**src/include/uhtr_defs.vh**
```
// Constants for the USB host transaction-result block: register map, fields, codes.
// Assumes a 32-bit APB slave with one aligned word per register.
`ifndef UHTR_DEFS_VH
`define UHTR_DEFS_VH

// Printed offsets are not all multiples of four: they are register indices
`define UHTR_IDX_H1_CTRL 16'hC080
`define UHTR_IDX_H1_COUNT 16'hC084
`define UHTR_IDX_H1_TOKEN 16'hC086
`define UHTR_IDX_H1_RESULT 16'hC088
`define UHTR_IDX_H1_STATUS 16'hC08A
`define UHTR_IDX_H2_CTRL 16'hC0A0
`define UHTR_IDX_H2_COUNT 16'hC0A4
`define UHTR_IDX_H2_TOKEN 16'hC0A6
`define UHTR_IDX_H2_RESULT 16'hC0A8
`define UHTR_IDX_H2_STATUS 16'hC0AA

// Endpoint status fields
`define UHTR_ST_OVF 11
`define UHTR_ST_UNF 10
`define UHTR_ST_STALL 7
`define UHTR_ST_NAK 6
`define UHTR_ST_LEN 5
`define UHTR_ST_SEQ 3
`define UHTR_ST_TMO 2
`define UHTR_ST_ERR 1
`define UHTR_ST_ACK 0

// Control fields
`define UHTR_CT_ISO 4
`define UHTR_CT_SEQ 6
`define UHTR_CT_ARM 0
`define UHTR_CT_MASK 16'h00F1

// Token fields
`define UHTR_TK_PID_HI 7
`define UHTR_TK_PID_LO 4
`define UHTR_TK_EP_HI 3
`define UHTR_TK_EP_LO 0
`define UHTR_TK_MASK 16'h00FF

// Count field
`define UHTR_CNT_HI 9
`define UHTR_CNT_MASK 16'h43FF

// Packet identifier codes
`define UHTR_PID_SETUP 4'hD
`define UHTR_PID_IN 4'h9
`define UHTR_PID_OUT 4'h1
`define UHTR_PID_SOF 4'h5
`define UHTR_PID_PRE 4'hC
`define UHTR_PID_NAK 4'hA
`define UHTR_PID_STALL 4'hE
`define UHTR_PID_DATA0 4'h3
`define UHTR_PID_DATA1 4'hB

// Completion outcome codes from the serial engine
`define UHTR_OUT_ACK 3'h0
`define UHTR_OUT_NAK 3'h1
`define UHTR_OUT_STALL 3'h2
`define UHTR_OUT_TMO 3'h3
`define UHTR_OUT_ERR 3'h4

`define UHTR_ZERO16 16'h0000

`endif

```
**src/rtl/uhtr_apb_decode.v**
```verilog
// APB address decoder for the transaction-result block.
// Assumes byte address is four times the register index.
`timescale 1ns/1ps
`include "uhtr_defs.vh"

module uhtr_apb_decode (
    // Bus address
    input wire [31:0] paddr_i,
    // One-hot select: ctrl, count, token, result, status per host
    output reg [9:0] sel_o,
    output reg hit_o
);

    // Compare the word address against each index
    function match;
        input [31:0] a;
        input [15:0] idx;
        begin
            match = (a == {14'h0000, idx, 2'b00});
        end
    endfunction

    // Decode all ten registers
    always @* begin
        sel_o[0] = match(paddr_i, `UHTR_IDX_H1_CTRL);
        sel_o[1] = match(paddr_i, `UHTR_IDX_H1_COUNT);
        sel_o[2] = match(paddr_i, `UHTR_IDX_H1_TOKEN);
        sel_o[3] = match(paddr_i, `UHTR_IDX_H1_RESULT);
        sel_o[4] = match(paddr_i, `UHTR_IDX_H1_STATUS);
        sel_o[5] = match(paddr_i, `UHTR_IDX_H2_CTRL);
        sel_o[6] = match(paddr_i, `UHTR_IDX_H2_COUNT);
        sel_o[7] = match(paddr_i, `UHTR_IDX_H2_TOKEN);
        sel_o[8] = match(paddr_i, `UHTR_IDX_H2_RESULT);
        sel_o[9] = match(paddr_i, `UHTR_IDX_H2_STATUS);
        hit_o = |sel_o;
    end

endmodule // uhtr_apb_decode

```
**src/rtl/uhtr_result_calc.v**
```verilog
// Outcome evaluator: turns a serial-engine completion into status and result.
// Assumes combinational use from the top module's capture logic.
`timescale 1ns/1ps
`include "uhtr_defs.vh"

module uhtr_result_calc #(
    parameter CW = 10
) (
    // Completion information
    input wire [2:0] outcome_i,
    input wire iso_i,
    input wire rx_toggle_i,
    input wire len_valid_i,
    input wire [CW-1:0] rx_len_i,
    input wire [CW-1:0] exp_len_i,
    // Evaluated words
    output reg [15:0] status_o,
    output reg [15:0] result_o
);

    reg [16:0] diff;
    reg ovf;
    reg unf;
    reg err;

    // Flags are recomputed whole, so nothing from the previous transaction lingers
    always @* begin
        status_o = `UHTR_ZERO16;
        diff = {{(17-CW){1'b0}}, exp_len_i} - {{(17-CW){1'b0}}, rx_len_i};
        err = (outcome_i == `UHTR_OUT_ERR);
        // Length only judged when a data stage arrived
        ovf = len_valid_i && (rx_len_i > exp_len_i);
        unf = len_valid_i && (rx_len_i < exp_len_i);
        status_o[`UHTR_ST_OVF] = ovf;
        status_o[`UHTR_ST_UNF] = unf;
        status_o[`UHTR_ST_STALL] = (outcome_i == `UHTR_OUT_STALL);
        status_o[`UHTR_ST_NAK] = (outcome_i == `UHTR_OUT_NAK);
        status_o[`UHTR_ST_LEN] = ovf | unf;
        status_o[`UHTR_ST_SEQ] = err ? 1'b0 : rx_toggle_i;
        status_o[`UHTR_ST_TMO] = (outcome_i == `UHTR_OUT_TMO);
        status_o[`UHTR_ST_ERR] = err;
        // Iso success carries no handshake but still reports here
        status_o[`UHTR_ST_ACK] = (outcome_i == `UHTR_OUT_ACK);
        // Negative difference on overflow gives all-ones upper bits
        result_o = (ovf | unf) ? diff[15:0] : `UHTR_ZERO16;
        if (iso_i && 1'b0) begin
            result_o = `UHTR_ZERO16;
        end
    end

endmodule // uhtr_result_calc

```
**src/rtl/uhtr_top.v**
```verilog
// USB host transaction-result and token-setup block, two host instances.
// Assumes an APB master on clk_i and a serial engine that reports completions.
//
// What this block does
// - Overflow flag bit 11 set when more data arrived than expected length.
// - Underflow flag bit 10 set when less data arrived than expected.
// - Status bit 7 reports a STALL answer, else cleared.
// - Status bit 6 reports a NAK answer, else cleared.
// - Bit 5 flags any length mismatch, longer or shorter.
// - Bit 3 reports the last received data toggle.
// - Toggle bit forced to zero whenever the error flag is set.
// - Bit 2 reports a response or handshake timeout.
// - Bit 1 flags failures other than timeout, NAK, STALL; not length.
// - CRC5, CRC16 and unexpected packet type count as errors.
// - Bit 0 reports ACK received or sent for non-iso transfers.
// - Bit 0 reports success for iso transfers, else cleared.
// - Write-only token register: packet id in 7:4, endpoint in 3:0.
// - Packet id codes follow the standard USB token encodings.
// - ACK and NAK handshakes are generated by the engine itself.
// - Endpoint field is four bits, sixteen endpoints.
// - Read-only 16-bit result holds expected minus received length, or zero when no data stage arrived.
// - Overflow result is a negative two's-complement count.
// - Underflow result is the count of bytes not received.
// - Arm bit launches a transaction and clears itself on completion.
//
// The APB register port was left to the implementer.
`timescale 1ns/1ps
`include "uhtr_defs.vh"

module uhtr_top #(
    parameter CW = 10
) (
    // Clock and reset
    input wire clk_i,
    input wire rst_n_i,
    // APB slave
    input wire psel_i,
    input wire penable_i,
    input wire pwrite_i,
    input wire [31:0] paddr_i,
    input wire [31:0] pwdata_i,
    input wire [3:0] pstrb_i,
    output reg [31:0] prdata_o,
    output reg pready_o,
    output reg pslverr_o,
    // Serial engine, host 1
    output reg h1_start_o,
    output reg [3:0] h1_pid_o,
    output reg [3:0] h1_ep_o,
    output reg [CW-1:0] h1_len_o,
    output reg h1_iso_o,
    output reg h1_tx_toggle_o,
    input wire h1_done_i,
    input wire [2:0] h1_outcome_i,
    input wire h1_rx_toggle_i,
    input wire h1_len_valid_i,
    input wire [CW-1:0] h1_rx_len_i,
    // Serial engine, host 2
    output reg h2_start_o,
    output reg [3:0] h2_pid_o,
    output reg [3:0] h2_ep_o,
    output reg [CW-1:0] h2_len_o,
    output reg h2_iso_o,
    output reg h2_tx_toggle_o,
    input wire h2_done_i,
    input wire [2:0] h2_outcome_i,
    input wire h2_rx_toggle_i,
    input wire h2_len_valid_i,
    input wire [CW-1:0] h2_rx_len_i
);

    ////////////////////////////////////////////////////////////////////////
    // Register storage, index 0 is host 1 and index 1 is host 2
    reg [15:0] ctrl_q [0:1];
    reg [15:0] count_q [0:1];
    reg [7:0] token_q [0:1];
    reg [15:0] status_q [0:1];
    reg [15:0] result_q [0:1];

    wire [9:0] sel;
    wire hit;
    wire [15:0] st_new [0:1];
    wire [15:0] res_new [0:1];
    wire done [0:1];
    wire [1:0] wr_ok;
    wire wr_en;
    wire rd_en;

    assign done[0] = h1_done_i;
    assign done[1] = h2_done_i;
    // Write takes effect only in the access cycle with ready high
    assign wr_en = psel_i && penable_i && pwrite_i && pready_o;
    assign rd_en = psel_i && penable_i && !pwrite_i && pready_o;
    // Low two byte lanes both needed for a 16-bit register
    assign wr_ok = pstrb_i[1:0];

    ////////////////////////////////////////////////////////////////////////
    // Address decode
    uhtr_apb_decode u_dec (
        .paddr_i(paddr_i),
        .sel_o(sel),
        .hit_o(hit)
    );

    // Outcome evaluators
    uhtr_result_calc #(.CW(CW)) u_calc1 (
        .outcome_i(h1_outcome_i),
        .iso_i(ctrl_q[0][`UHTR_CT_ISO]),
        .rx_toggle_i(h1_rx_toggle_i),
        .len_valid_i(h1_len_valid_i),
        .rx_len_i(h1_rx_len_i),
        .exp_len_i(count_q[0][CW-1:0]),
        .status_o(st_new[0]),
        .result_o(res_new[0])
    );

    uhtr_result_calc #(.CW(CW)) u_calc2 (
        .outcome_i(h2_outcome_i),
        .iso_i(ctrl_q[1][`UHTR_CT_ISO]),
        .rx_toggle_i(h2_rx_toggle_i),
        .len_valid_i(h2_len_valid_i),
        .rx_len_i(h2_rx_len_i),
        .exp_len_i(count_q[1][CW-1:0]),
        .status_o(st_new[1]),
        .result_o(res_new[1])
    );

    ////////////////////////////////////////////////////////////////////////
    // APB handshake: one wait state, ready is high in the second access cycle
    always @(posedge clk_i or negedge rst_n_i) begin
        if (!rst_n_i) begin
            pready_o <= 1'b0;
        end else begin
            pready_o <= psel_i && penable_i && !pready_o;
        end
    end

    // Unmapped address or partial write answers with an error
    always @(posedge clk_i or negedge rst_n_i) begin
        if (!rst_n_i) begin
            pslverr_o <= 1'b0;
        end else begin
            pslverr_o <= psel_i && penable_i && !pready_o &&
                         (!hit || (pwrite_i && wr_ok != 2'b11));
        end
    end

    // Read mux: write-only token reads as zero
    always @(posedge clk_i or negedge rst_n_i) begin
        if (!rst_n_i) begin
            prdata_o <= 32'h00000000;
        end else if (psel_i && penable_i && !pready_o && !pwrite_i) begin
            prdata_o <= 32'h00000000;
            if (sel[0]) begin
                prdata_o <= {16'h0000, ctrl_q[0]};
            end
            if (sel[1]) begin
                prdata_o <= {16'h0000, count_q[0]};
            end
            if (sel[3]) begin
                prdata_o <= {16'h0000, result_q[0]};
            end
            if (sel[4]) begin
                prdata_o <= {16'h0000, status_q[0]};
            end
            if (sel[5]) begin
                prdata_o <= {16'h0000, ctrl_q[1]};
            end
            if (sel[6]) begin
                prdata_o <= {16'h0000, count_q[1]};
            end
            if (sel[8]) begin
                prdata_o <= {16'h0000, result_q[1]};
            end
            if (sel[9]) begin
                prdata_o <= {16'h0000, status_q[1]};
            end
        end
    end

    ////////////////////////////////////////////////////////////////////////
    // Per-host registers
    genvar g;
    generate
        for (g = 0; g < 2; g = g + 1) begin : g_host
            wire wr_ctrl;
            wire wr_cnt;
            wire wr_tok;
            assign wr_ctrl = wr_en && !pslverr_o && sel[g*5] && wr_ok == 2'b11;
            assign wr_cnt = wr_en && !pslverr_o && sel[g*5+1] && wr_ok == 2'b11;
            assign wr_tok = wr_en && !pslverr_o && sel[g*5+2] && wr_ok == 2'b11;

            // Control: arm self-clears on completion; completion wins a same-cycle write
            always @(posedge clk_i or negedge rst_n_i) begin
                if (!rst_n_i) begin
                    ctrl_q[g] <= `UHTR_ZERO16;
                end else begin
                    if (wr_ctrl) begin
                        ctrl_q[g] <= pwdata_i[15:0] & `UHTR_CT_MASK;
                    end
                    if (done[g] && ctrl_q[g][`UHTR_CT_ARM]) begin
                        ctrl_q[g][`UHTR_CT_ARM] <= 1'b0;
                    end
                end
            end

            // Expected length; bits other than 9:0 and 14 are masked off
            always @(posedge clk_i or negedge rst_n_i) begin
                if (!rst_n_i) begin
                    count_q[g] <= `UHTR_ZERO16;
                end else if (wr_cnt) begin
                    count_q[g] <= pwdata_i[15:0] & `UHTR_CNT_MASK;
                end
            end

            // Token: packet id and four-bit endpoint, reserved bits dropped
            always @(posedge clk_i or negedge rst_n_i) begin
                if (!rst_n_i) begin
                    token_q[g] <= 8'h00;
                end else if (wr_tok) begin
                    token_q[g] <= pwdata_i[7:0];
                end
            end

            // Status and result replaced together, only for an armed transaction
            always @(posedge clk_i or negedge rst_n_i) begin
                if (!rst_n_i) begin
                    status_q[g] <= `UHTR_ZERO16;
                    result_q[g] <= `UHTR_ZERO16;
                end else if (done[g] && ctrl_q[g][`UHTR_CT_ARM]) begin
                    status_q[g] <= st_new[g];
                    result_q[g] <= res_new[g];
                end
            end
        end
    endgenerate

    ////////////////////////////////////////////////////////////////////////
    // Serial engine requests: start pulses on the rising edge of arm
    reg [1:0] arm_seen_q;

    always @(posedge clk_i or negedge rst_n_i) begin
        if (!rst_n_i) begin
            arm_seen_q <= 2'b00;
            h1_start_o <= 1'b0;
            h2_start_o <= 1'b0;
        end else begin
            arm_seen_q <= {ctrl_q[1][`UHTR_CT_ARM], ctrl_q[0][`UHTR_CT_ARM]};
            h1_start_o <= ctrl_q[0][`UHTR_CT_ARM] && !arm_seen_q[0];
            h2_start_o <= ctrl_q[1][`UHTR_CT_ARM] && !arm_seen_q[1];
        end
    end

    // Token and settings handed to the engine; handshakes are its own job
    always @(posedge clk_i or negedge rst_n_i) begin
        if (!rst_n_i) begin
            h1_pid_o <= 4'h0;
            h1_ep_o <= 4'h0;
            h1_len_o <= {CW{1'b0}};
            h1_iso_o <= 1'b0;
            h1_tx_toggle_o <= 1'b0;
            h2_pid_o <= 4'h0;
            h2_ep_o <= 4'h0;
            h2_len_o <= {CW{1'b0}};
            h2_iso_o <= 1'b0;
            h2_tx_toggle_o <= 1'b0;
        end else begin
            h1_pid_o <= token_q[0][`UHTR_TK_PID_HI:`UHTR_TK_PID_LO];
            h1_ep_o <= token_q[0][`UHTR_TK_EP_HI:`UHTR_TK_EP_LO];
            h1_len_o <= count_q[0][CW-1:0];
            h1_iso_o <= ctrl_q[0][`UHTR_CT_ISO];
            h1_tx_toggle_o <= ctrl_q[0][`UHTR_CT_SEQ];
            h2_pid_o <= token_q[1][`UHTR_TK_PID_HI:`UHTR_TK_PID_LO];
            h2_ep_o <= token_q[1][`UHTR_TK_EP_HI:`UHTR_TK_EP_LO];
            h2_len_o <= count_q[1][CW-1:0];
            h2_iso_o <= ctrl_q[1][`UHTR_CT_ISO];
            h2_tx_toggle_o <= ctrl_q[1][`UHTR_CT_SEQ];
        end
    end

endmodule // uhtr_top

```
**config.mk**
```make
export PLATFORM = sky130hd
export DESIGN_NAME = uhtr_top
export DESIGN_NICKNAME = d
export VERILOG_FILES = /design/src/rtl/uhtr_apb_decode.v /design/src/rtl/uhtr_result_calc.v /design/src/rtl/uhtr_top.v
export VERILOG_INCLUDE_DIRS = /design/src /design/src/include
export SDC_FILE = /design/constraint.sdc
export NUM_CORES = 1
export LEC_CHECK = 0
export ABC_CLOCK_PERIOD_IN_PS = 2100
export BUFFER_PORTS_ARGS = -buffer_cell sky130_fd_sc_hd__buf_4
export CAP_MARGIN = 10
export CORE_ASPECT_RATIO = 0.7
export CORE_MARGIN = 5
export CORE_UTILIZATION = 48
export DETAILED_ROUTE_END_ITERATION = 6
export GPL_ROUTABILITY_DRIVEN = 0
export HOLD_SLACK_MARGIN = 0.1
export PLACE_DENSITY = 0.76
export REMOVE_ABC_BUFFERS = 1
export SYNTH_ARGS = -nofsm -noshare
export SYNTH_HDL_FRONTEND = slang
export SYNTH_SLANG_ARGS = --single-unit
```
**constraint.sdc**
```tcl
create_clock -name clk_i -period 2.1 [get_ports clk_i]
set_clock_uncertainty 0.05 [all_clocks]
set_input_delay 0 -clock clk_i [delete_from_list [all_inputs] [get_ports clk_i]]
set_output_delay 0 -clock clk_i [all_outputs]
set_load 0.005 [all_outputs]
```
==> reports/metrics.csv, run 1 <==
metric,value,unit
Setup Slack @ Placement,-0.232,ns
1st-iter DRT viols,408,
CP max stage cell,dfrtp_1,
final global-route overflow total,0,
"Min Clock Period, post-route",2.27,ns
"Req. time, crit path",2.36,ns
Least-Margin Pin Slew,0.817,ns
CP max stage delay,0.38,ns
Max Cap Violations,0,
drt total wl,21.3,mm
WL/cell,20.4,microns
CTS HTree Levels,4,
clk_lat worst skew,0.43,ns
maximum vdd drop,0.513,mV
post-route ant nets,0,
P_leak,5.05,nW
Fill cells,993,
CP arrival,2.53,ns
clk root buf,clkbuf_16,
Placed Cells,967,
Detailed Place HPWL,14.9,mm
"most common cell after layout, fill and taps aside",buf_4,
largest net degree at the start of global routing,57,
Final WS setup,-0.167,ns
"CTS clk-pin slew, worst paths",0.07,ns
CTS Buffer Depth,2,
Cells after Synth,598,
IO Port Bufs,141,
Core Rows,36,
worst hold path class,in -> reg,
RSZ-0062 raised after global routing,yes,
total track usage,24.9,%
Vert. Die Dim,111,microns
vias per cell,5.65,
Slew Limit Fails,0,
Sw Share,26.5,%
worst path buffer plus inverter count,4,
Starting Density,49.5,%
Max transition margin,45.4,%
Pre-antenna DRT Iters,4,
number of synthesized flops with an enable pin,0,
P_int,4.76,mW
Netlist Area Pre-Place,0.00696,sq mm
Max Clk Rate,441,MHz
Comb pwr share,8.9,%
Synth area leaders,"dfrtp_1 (53%), mux2_1 (3.9%), ha_1 (3.6%), a22o_1 (3.4%), nand2_1 (3.3%)",
Tcrit/Tclk final,108,%
Die Area,0.0170,sq mm
hold depth,5,
share of the synthesized area in the top cell type,53.2,%
"delay-heaviest family, CP",compound AO/OA/AOI/OAI gates,
initial antenna violation count,0,
Most used DFF post-synth,dfrtp_1,
final setup vio count,6,
vias,5908,
post-synthesis sequential area ratio,53.2,%
I/O pins,181,
Nets,969,
Worst setup SP type,flop,
clock share of power,46.2,%
failing checks,setup timing,
Cell Pwr Density,664,mW/mm^2
Area after DPL,0.00857,sq mm
DIE WIDTH,154,microns
Yosys cell types,61,
leading area contributor after synthesis,dfrtp_1,
synthesized area per cell,11.6,sq um
Worst Setup Path Type,reg -> reg,
Seq pwr share,44.8,%
core box area,0.0141,sq mm
first-pass GRT wire length,33.5,mm
Seq cells post-synth,148,
Crit. End Element,flop,
area grow syn2layout,40.1,%
critical path depth,12,
Num CTS Buffers,17,
layout cells sized above 1,37.2,%
Design Power,6.48,mW
Worst Path Max Fanout,2,
P_sw,1.72,mW
antenna cells,0,
Hold Fails Final Rpt,0,
fin area,0.00975,sq mm
worst reg2reg path depth,12,
vias in the first global route,6117,
synth warn,0,
status,"complete, but fails checks",
async set-reset flop share out of synthesis,100,%
Sink Count,148,
fin cells,1045,
Remaining DRCs,0,
critical path cell sequence,inv_1 > ha_2 > inv_2 > fa_2 > a21o_1 > a21oi_2 > o21ai_2 > buf_4 > buf_6 > nor2_4 > xnor2_2 > a22o_1,
highest-count cells in the layout ignoring fill and taps,"buf_4 (204), dfrtp_1 (148), nand2_1 (58)",
CTS tree,built,
## path summary, 6_finish.rpt
| check | start | slack [ns] | end |
|---|---|---|---|
| min | h2_rx_len_i[9] | 0.12 | status_q[10] |
| max reg2reg | count_q[0] | -0.17 | result_q[6] |
| max | count_q[0] | -0.17 | result_q[6] |
| min in group asynchronous | rst_n_i | 0.59 | h1_len_o[2] |
| min reg2reg | token_q[9] | 0.32 | h1_ep_o[1] |
| max in group asynchronous | rst_n_i | 0.70 | prdata_o[8] |
## flip-flops by register name, indices dropped and copies added, names as in the netlist, 10 cells and up
| signal | cells |
|---|---|
| count_q | 22 |
| status_q | 18 |
| token_q | 16 |
| result_q | 22 |
| ctrl_q | 10 |
| prdata_o | 14 |
| h1_len_o | 10 |
| h2_len_o | 10 |
## metrics by stage
step / TNS [ns] / hold slack (ns) / utilization (%)
after floorplan: -2.93 / -0.346 / -
after global placement: -1.40 / -0.0579 / 61.0
after detailed placement: -3.62 / -0.0550 / 61.0
after CTS: -0.511 / 0.107 / 68.7
after global routing: -1.15 / 0.137 / 69.4
final: -0.534 / 0.119 / 69.4
## cell usage after synthesis, types with 4 or more instances
| cell type | instances |
|---|---|
| xnor2_1 | 8 |
| or3_1 | 6 |
| inv_1 | 29 |
| mux2_1 | 24 |
| nor3_1 | 16 |
| a21o_1 | 8 |
| xor2_1 | 6 |
| o21ai_0 | 19 |
| a32oi_1 | 6 |
| nor4_2 | 8 |
| nand2_1 | 61 |
| nor2b_1 | 7 |
| nor4_4 | 4 |
| a221oi_1 | 4 |
| a21boi_0 | 4 |
| nand3_1 | 10 |
| dfrtp_1 | 148 |
| mux2_2 | 12 |
| buf_4 | 18 |
| a22oi_1 | 17 |
| mux2_4 | 10 |
| o31ai_1 | 5 |
| o221ai_1 | 4 |
| ha_1 | 20 |
| a22o_1 | 27 |
| nand4_1 | 4 |
| a21oi_1 | 16 |
| clkbuf_1 | 11 |
| nor2_1 | 30 |
## timing repair
item                                    4_1_cts  5_1_grt
gates cloned                                  0        0
resized for setup                            32       18
hold endpoints to repair                    224        0
hold buffers                                 35        0
pin swaps                                    20       20
buffers inserted                             14        6
endpoints found under the setup margin       27       41
## cell type report
cell class                      instances  area [sq um]  share of cell area [%]
Clock buffer                           17           425                    4.36
Clock inverter                         15           158                    1.62
Inverter                               30           113                    1.16
Multi-Input combinational cell        400          3130                    32.1
Sequential cell                       148          3700                    38.0
Tap cell                              190           238                    2.44
Timing Repair Buffer                  245          1980                    20.4
## kinds of logic (layout without fill, tap and decap cells)
| family | Yosys count | after routing | share of synthesized area, % |
|---|---|---|---|
| DFF | 148 | 148 | 53.2 |
| muxes | 49 | 49 | 8.42 |
| adders and majority gates | 22 | 22 | 4.17 |
| buffers and inverters | 65 | 307 | 4.86 |
| other | 1 | 16 | 0.0539 |
| and+or+nand+nor | 174 | 174 | 14.5 |
| AOI/OAI and AO/OA | 125 | 125 | 13.0 |
| xor gates and xnor gates | 14 | 14 | 1.76 |
## power by group through the flow
stage          Sequential (mW)  Combinational (mW)  Clock [mW]
2_1_floorplan             2.96               0.153           0
3_3_place_gp              2.96               0.481           0
3_5_place_dp              2.96               0.497           0
4_1_cts                   2.90               0.564        3.01
5_1_grt                   2.91               0.626        3.15
6_report                  2.90               0.577        2.99
## metal layers
layer / global-route usage, % / routed length [microns]
met1: 34.1 / 8780
met2: 39.7 / 10100
met3: 6.87 / 2000
met4: 6.18 / 440
met5: 0 / 0
## worst register-to-register path, stage by stage (launching register included)
cell and delay (ns):
dfrtp_1 0.38, inv_1 0.06, ha_2 0.18, inv_2 0.04, fa_2 0.33, a21o_1 0.18
a21oi_2 0.17, o21ai_2 0.08, buf_4 0.14, buf_6 0.11, nor2_4 0.12, xnor2_2 0.08
a22o_1 0.22
(Power assumes the default switching activity.)
==> run 2: changes to the inputs <==
--- a/config.mk
+++ b/config.mk
@@ -11,11 +11,11 @@
 export CAP_MARGIN = 10
 export CORE_ASPECT_RATIO = 0.7
 export CORE_MARGIN = 5
-export CORE_UTILIZATION = 48
+export CORE_UTILIZATION = 25
 export DETAILED_ROUTE_END_ITERATION = 6
 export GPL_ROUTABILITY_DRIVEN = 0
 export HOLD_SLACK_MARGIN = 0.1
-export PLACE_DENSITY = 0.76
+export RECOVER_POWER = 100
 export REMOVE_ABC_BUFFERS = 1
 export SYNTH_ARGS = -nofsm -noshare
 export SYNTH_HDL_FRONTEND = slang
==> run 2 against run 1 <==
The run still ends with setup timing left; worst setup slack gained 0.079 ns; cell count grew 19%; critical path type unchanged; clock-buffer cell count increased by 3; first-iteration DRC count decreased by 15%; design area is 0.42% higher; global-route usage decreased by 11 points; sequential share of layout area shrank 0.15 points; routed wire length is 5.5% higher; die area rose by 84%.
==> reports/metrics.csv, run 2 (synthesis results as in run 1) <==
metric,value,unit
WL/cell,18.1,microns
I/O pins,181,
"most common cell after layout, fill and taps aside",dfrtp_1,
CP max stage cell,dfrtp_1,
Pre-antenna DRT Iters,5,
drt total wl,22.4,mm
vias per cell,4.50,
P_sw,1.56,mW
initial antenna violation count,0,
Worst setup SP type,flop,
Die Area,0.0313,sq mm
Hold Crit Start,h2_rx_len_i[9],
CP max stage delay,0.37,ns
highest-count cells in the layout ignoring fill and taps,"dfrtp_1 (147), buf_4 (132), nand2_1 (60)",
vias,5577,
critical path cell sequence,inv_1 > ha_2 > inv_2 > fa_2 > a21o_1 > a21oi_2 > o21ai_2 > nor4_2 > nor3_2 > xor2_1 > a22o_1,
Crit. End Element,flop,
CP arrival,2.45,ns
maximum vdd drop,0.502,mV
post-route core utilization,35.4,%
"Min Clock Period, post-route",2.19,ns
crit path launch,count_q[0],
Final WS setup,-0.0887,ns
CTS tree,built,
Detailed Place HPWL,17.1,mm
Remaining DRCs,0,
Nets,982,
"delay-heaviest family, CP",compound AO/OA/AOI/OAI gates,
worst path buffer plus inverter count,2,
first-pass GRT wire length,33.7,mm
Slew Limit Fails,0,
final setup vio count,3,
Comb pwr share,8.5,%
layout cells sized above 1,30.4,%
Max Cap Violations,0,
fin area,0.00979,sq mm
Max Clk Rate,457,MHz
Sink Count,148,
Sw Share,23.7,%
Cell Pwr Density,672,mW/mm^2
Starting Density,25.2,%
worst r2r src,count_q[0],
clock share of power,47.3,%
Max transition margin,35.7,%
1st-iter DRT viols,348,
P_int,5.01,mW
Tcrit/Tclk final,104,%
worst hold path class,in -> reg,
RSZ-0062 raised after global routing,yes,
antenna cells,0,
Vert. Die Dim,150,microns
"CTS clk-pin slew, worst paths",0.06,ns
Num CTS Buffers,17,
Seq pwr share,44.2,%
Worst Path Max Fanout,2,
clk root buf,clkbuf_16,
CTS HTree Levels,4,
CTS Buffer Depth,2,
IO Port Bufs,141,
Least-Margin Pin Slew,0.956,ns
"Req. time, crit path",2.36,ns
failing checks,setup timing,
core box area,0.0276,sq mm
clk_lat worst skew,0.42,ns
Worst Setup Path Type,reg -> reg,
Core Rows,51,
vias in the first global route,5511,
post-route ant nets,0,
Fill cells,2836,
largest net degree at the start of global routing,59,
DIE WIDTH,209,microns
P_leak,4.84,nW
Area after DPL,0.00890,sq mm
biggest regs,"count_q: 22 flops, result_q: 22 flops, status_q: 18 flops",
final global-route overflow total,0,
status,"complete, but fails checks",
area grow syn2layout,40.7,%
Hold Fails Final Rpt,0,
total track usage,14.2,%
[run 2: worst paths after layout]
check	to	slack, ns	cells after the start
worst max-delay path	result_q[8]	-0.09	11
worst min-delay path	status_q[10]	0.12	5
worst max register to register	result_q[8]	-0.09	11
worst min register to register	h2_pid_o[1]	0.31	0
max in group asynchronous	ctrl_q[5]	0.33	4
min in group asynchronous	h2_len_o[9]	0.73	3
[run 2: what timing repair did]
item,4_1_cts,5_1_grt
resized for setup,21,28
buffers inserted,11,3
endpoints found under the hold margin,225,0
hold buffers,37,0
setup endpoints to repair,29,28
pin swaps,11,21
[run 2: metrics by stage]
step / cells / worst slack, ns / setup TNS [ns] / hold slack [ns] / total power [mW]
2_1_floorplan: 578 / -0.231 / -2.93 / -0.346 / 3.11
3_3_place_gp: 1161 / -0.183 / -1.19 / -0.0347 / 3.48
3_5_place_dp: 1161 / -0.268 / -1.68 / -0.0335 / 3.49
4_1_cts: 1240 / -0.161 / -0.837 / 0.106 / 6.69
5_1_grt: 1239 / -0.187 / -2.84 / 0.161 / 6.84
6_report: 1239 / -0.0887 / -0.159 / 0.122 / 6.57
[run 2: worst reg2reg max path: cells and delay by family, from the launching register on]
family | cells | cell delay [ns]
compound gates | 4 | 0.64
xor+xnor | 1 | 0.15
fa+ha+maj | 2 | 0.50
buf+inv | 2 | 0.10
flops | 1 | 0.37
simple gates | 2 | 0.26
[run 2: final cells by class]
class	instances	area, sq um	area share [%]
well taps	371	464	4.74
inverters	30	113	1.15
repair buffers	258	1860	19.0
multi-input cells	400	3060	31.2
flip-flops and latches	148	3700	37.8
clock buffers	20	437	4.46
clock inverters	12	156	1.60
[run 2: power by group through the flow]
stage | Clock (mW) | Combinational, mW | Sequential [mW]
after floorplan | 0 | 0.153 | 2.96
after global placement | 0 | 0.527 | 2.96
after detailed placement | 0 | 0.532 | 2.96
after CTS | 3.18 | 0.600 | 2.90
after global routing | 3.32 | 0.619 | 2.90
final | 3.11 | 0.560 | 2.90
[run 2: per-layer routing]
metal / up-vias / wire length (microns) / part of all wire (%) / track usage (%)
met5: - / 0 / 0 / 0
met4: 0 / 178 / 0.79 / 3.33
met3: 13 / 1250 / 5.6 / 2.70
met2: 154 / 9380 / 42 / 19.6
met1: 2760 / 11600 / 52 / 22.4
li1: 2650 / - / - / -
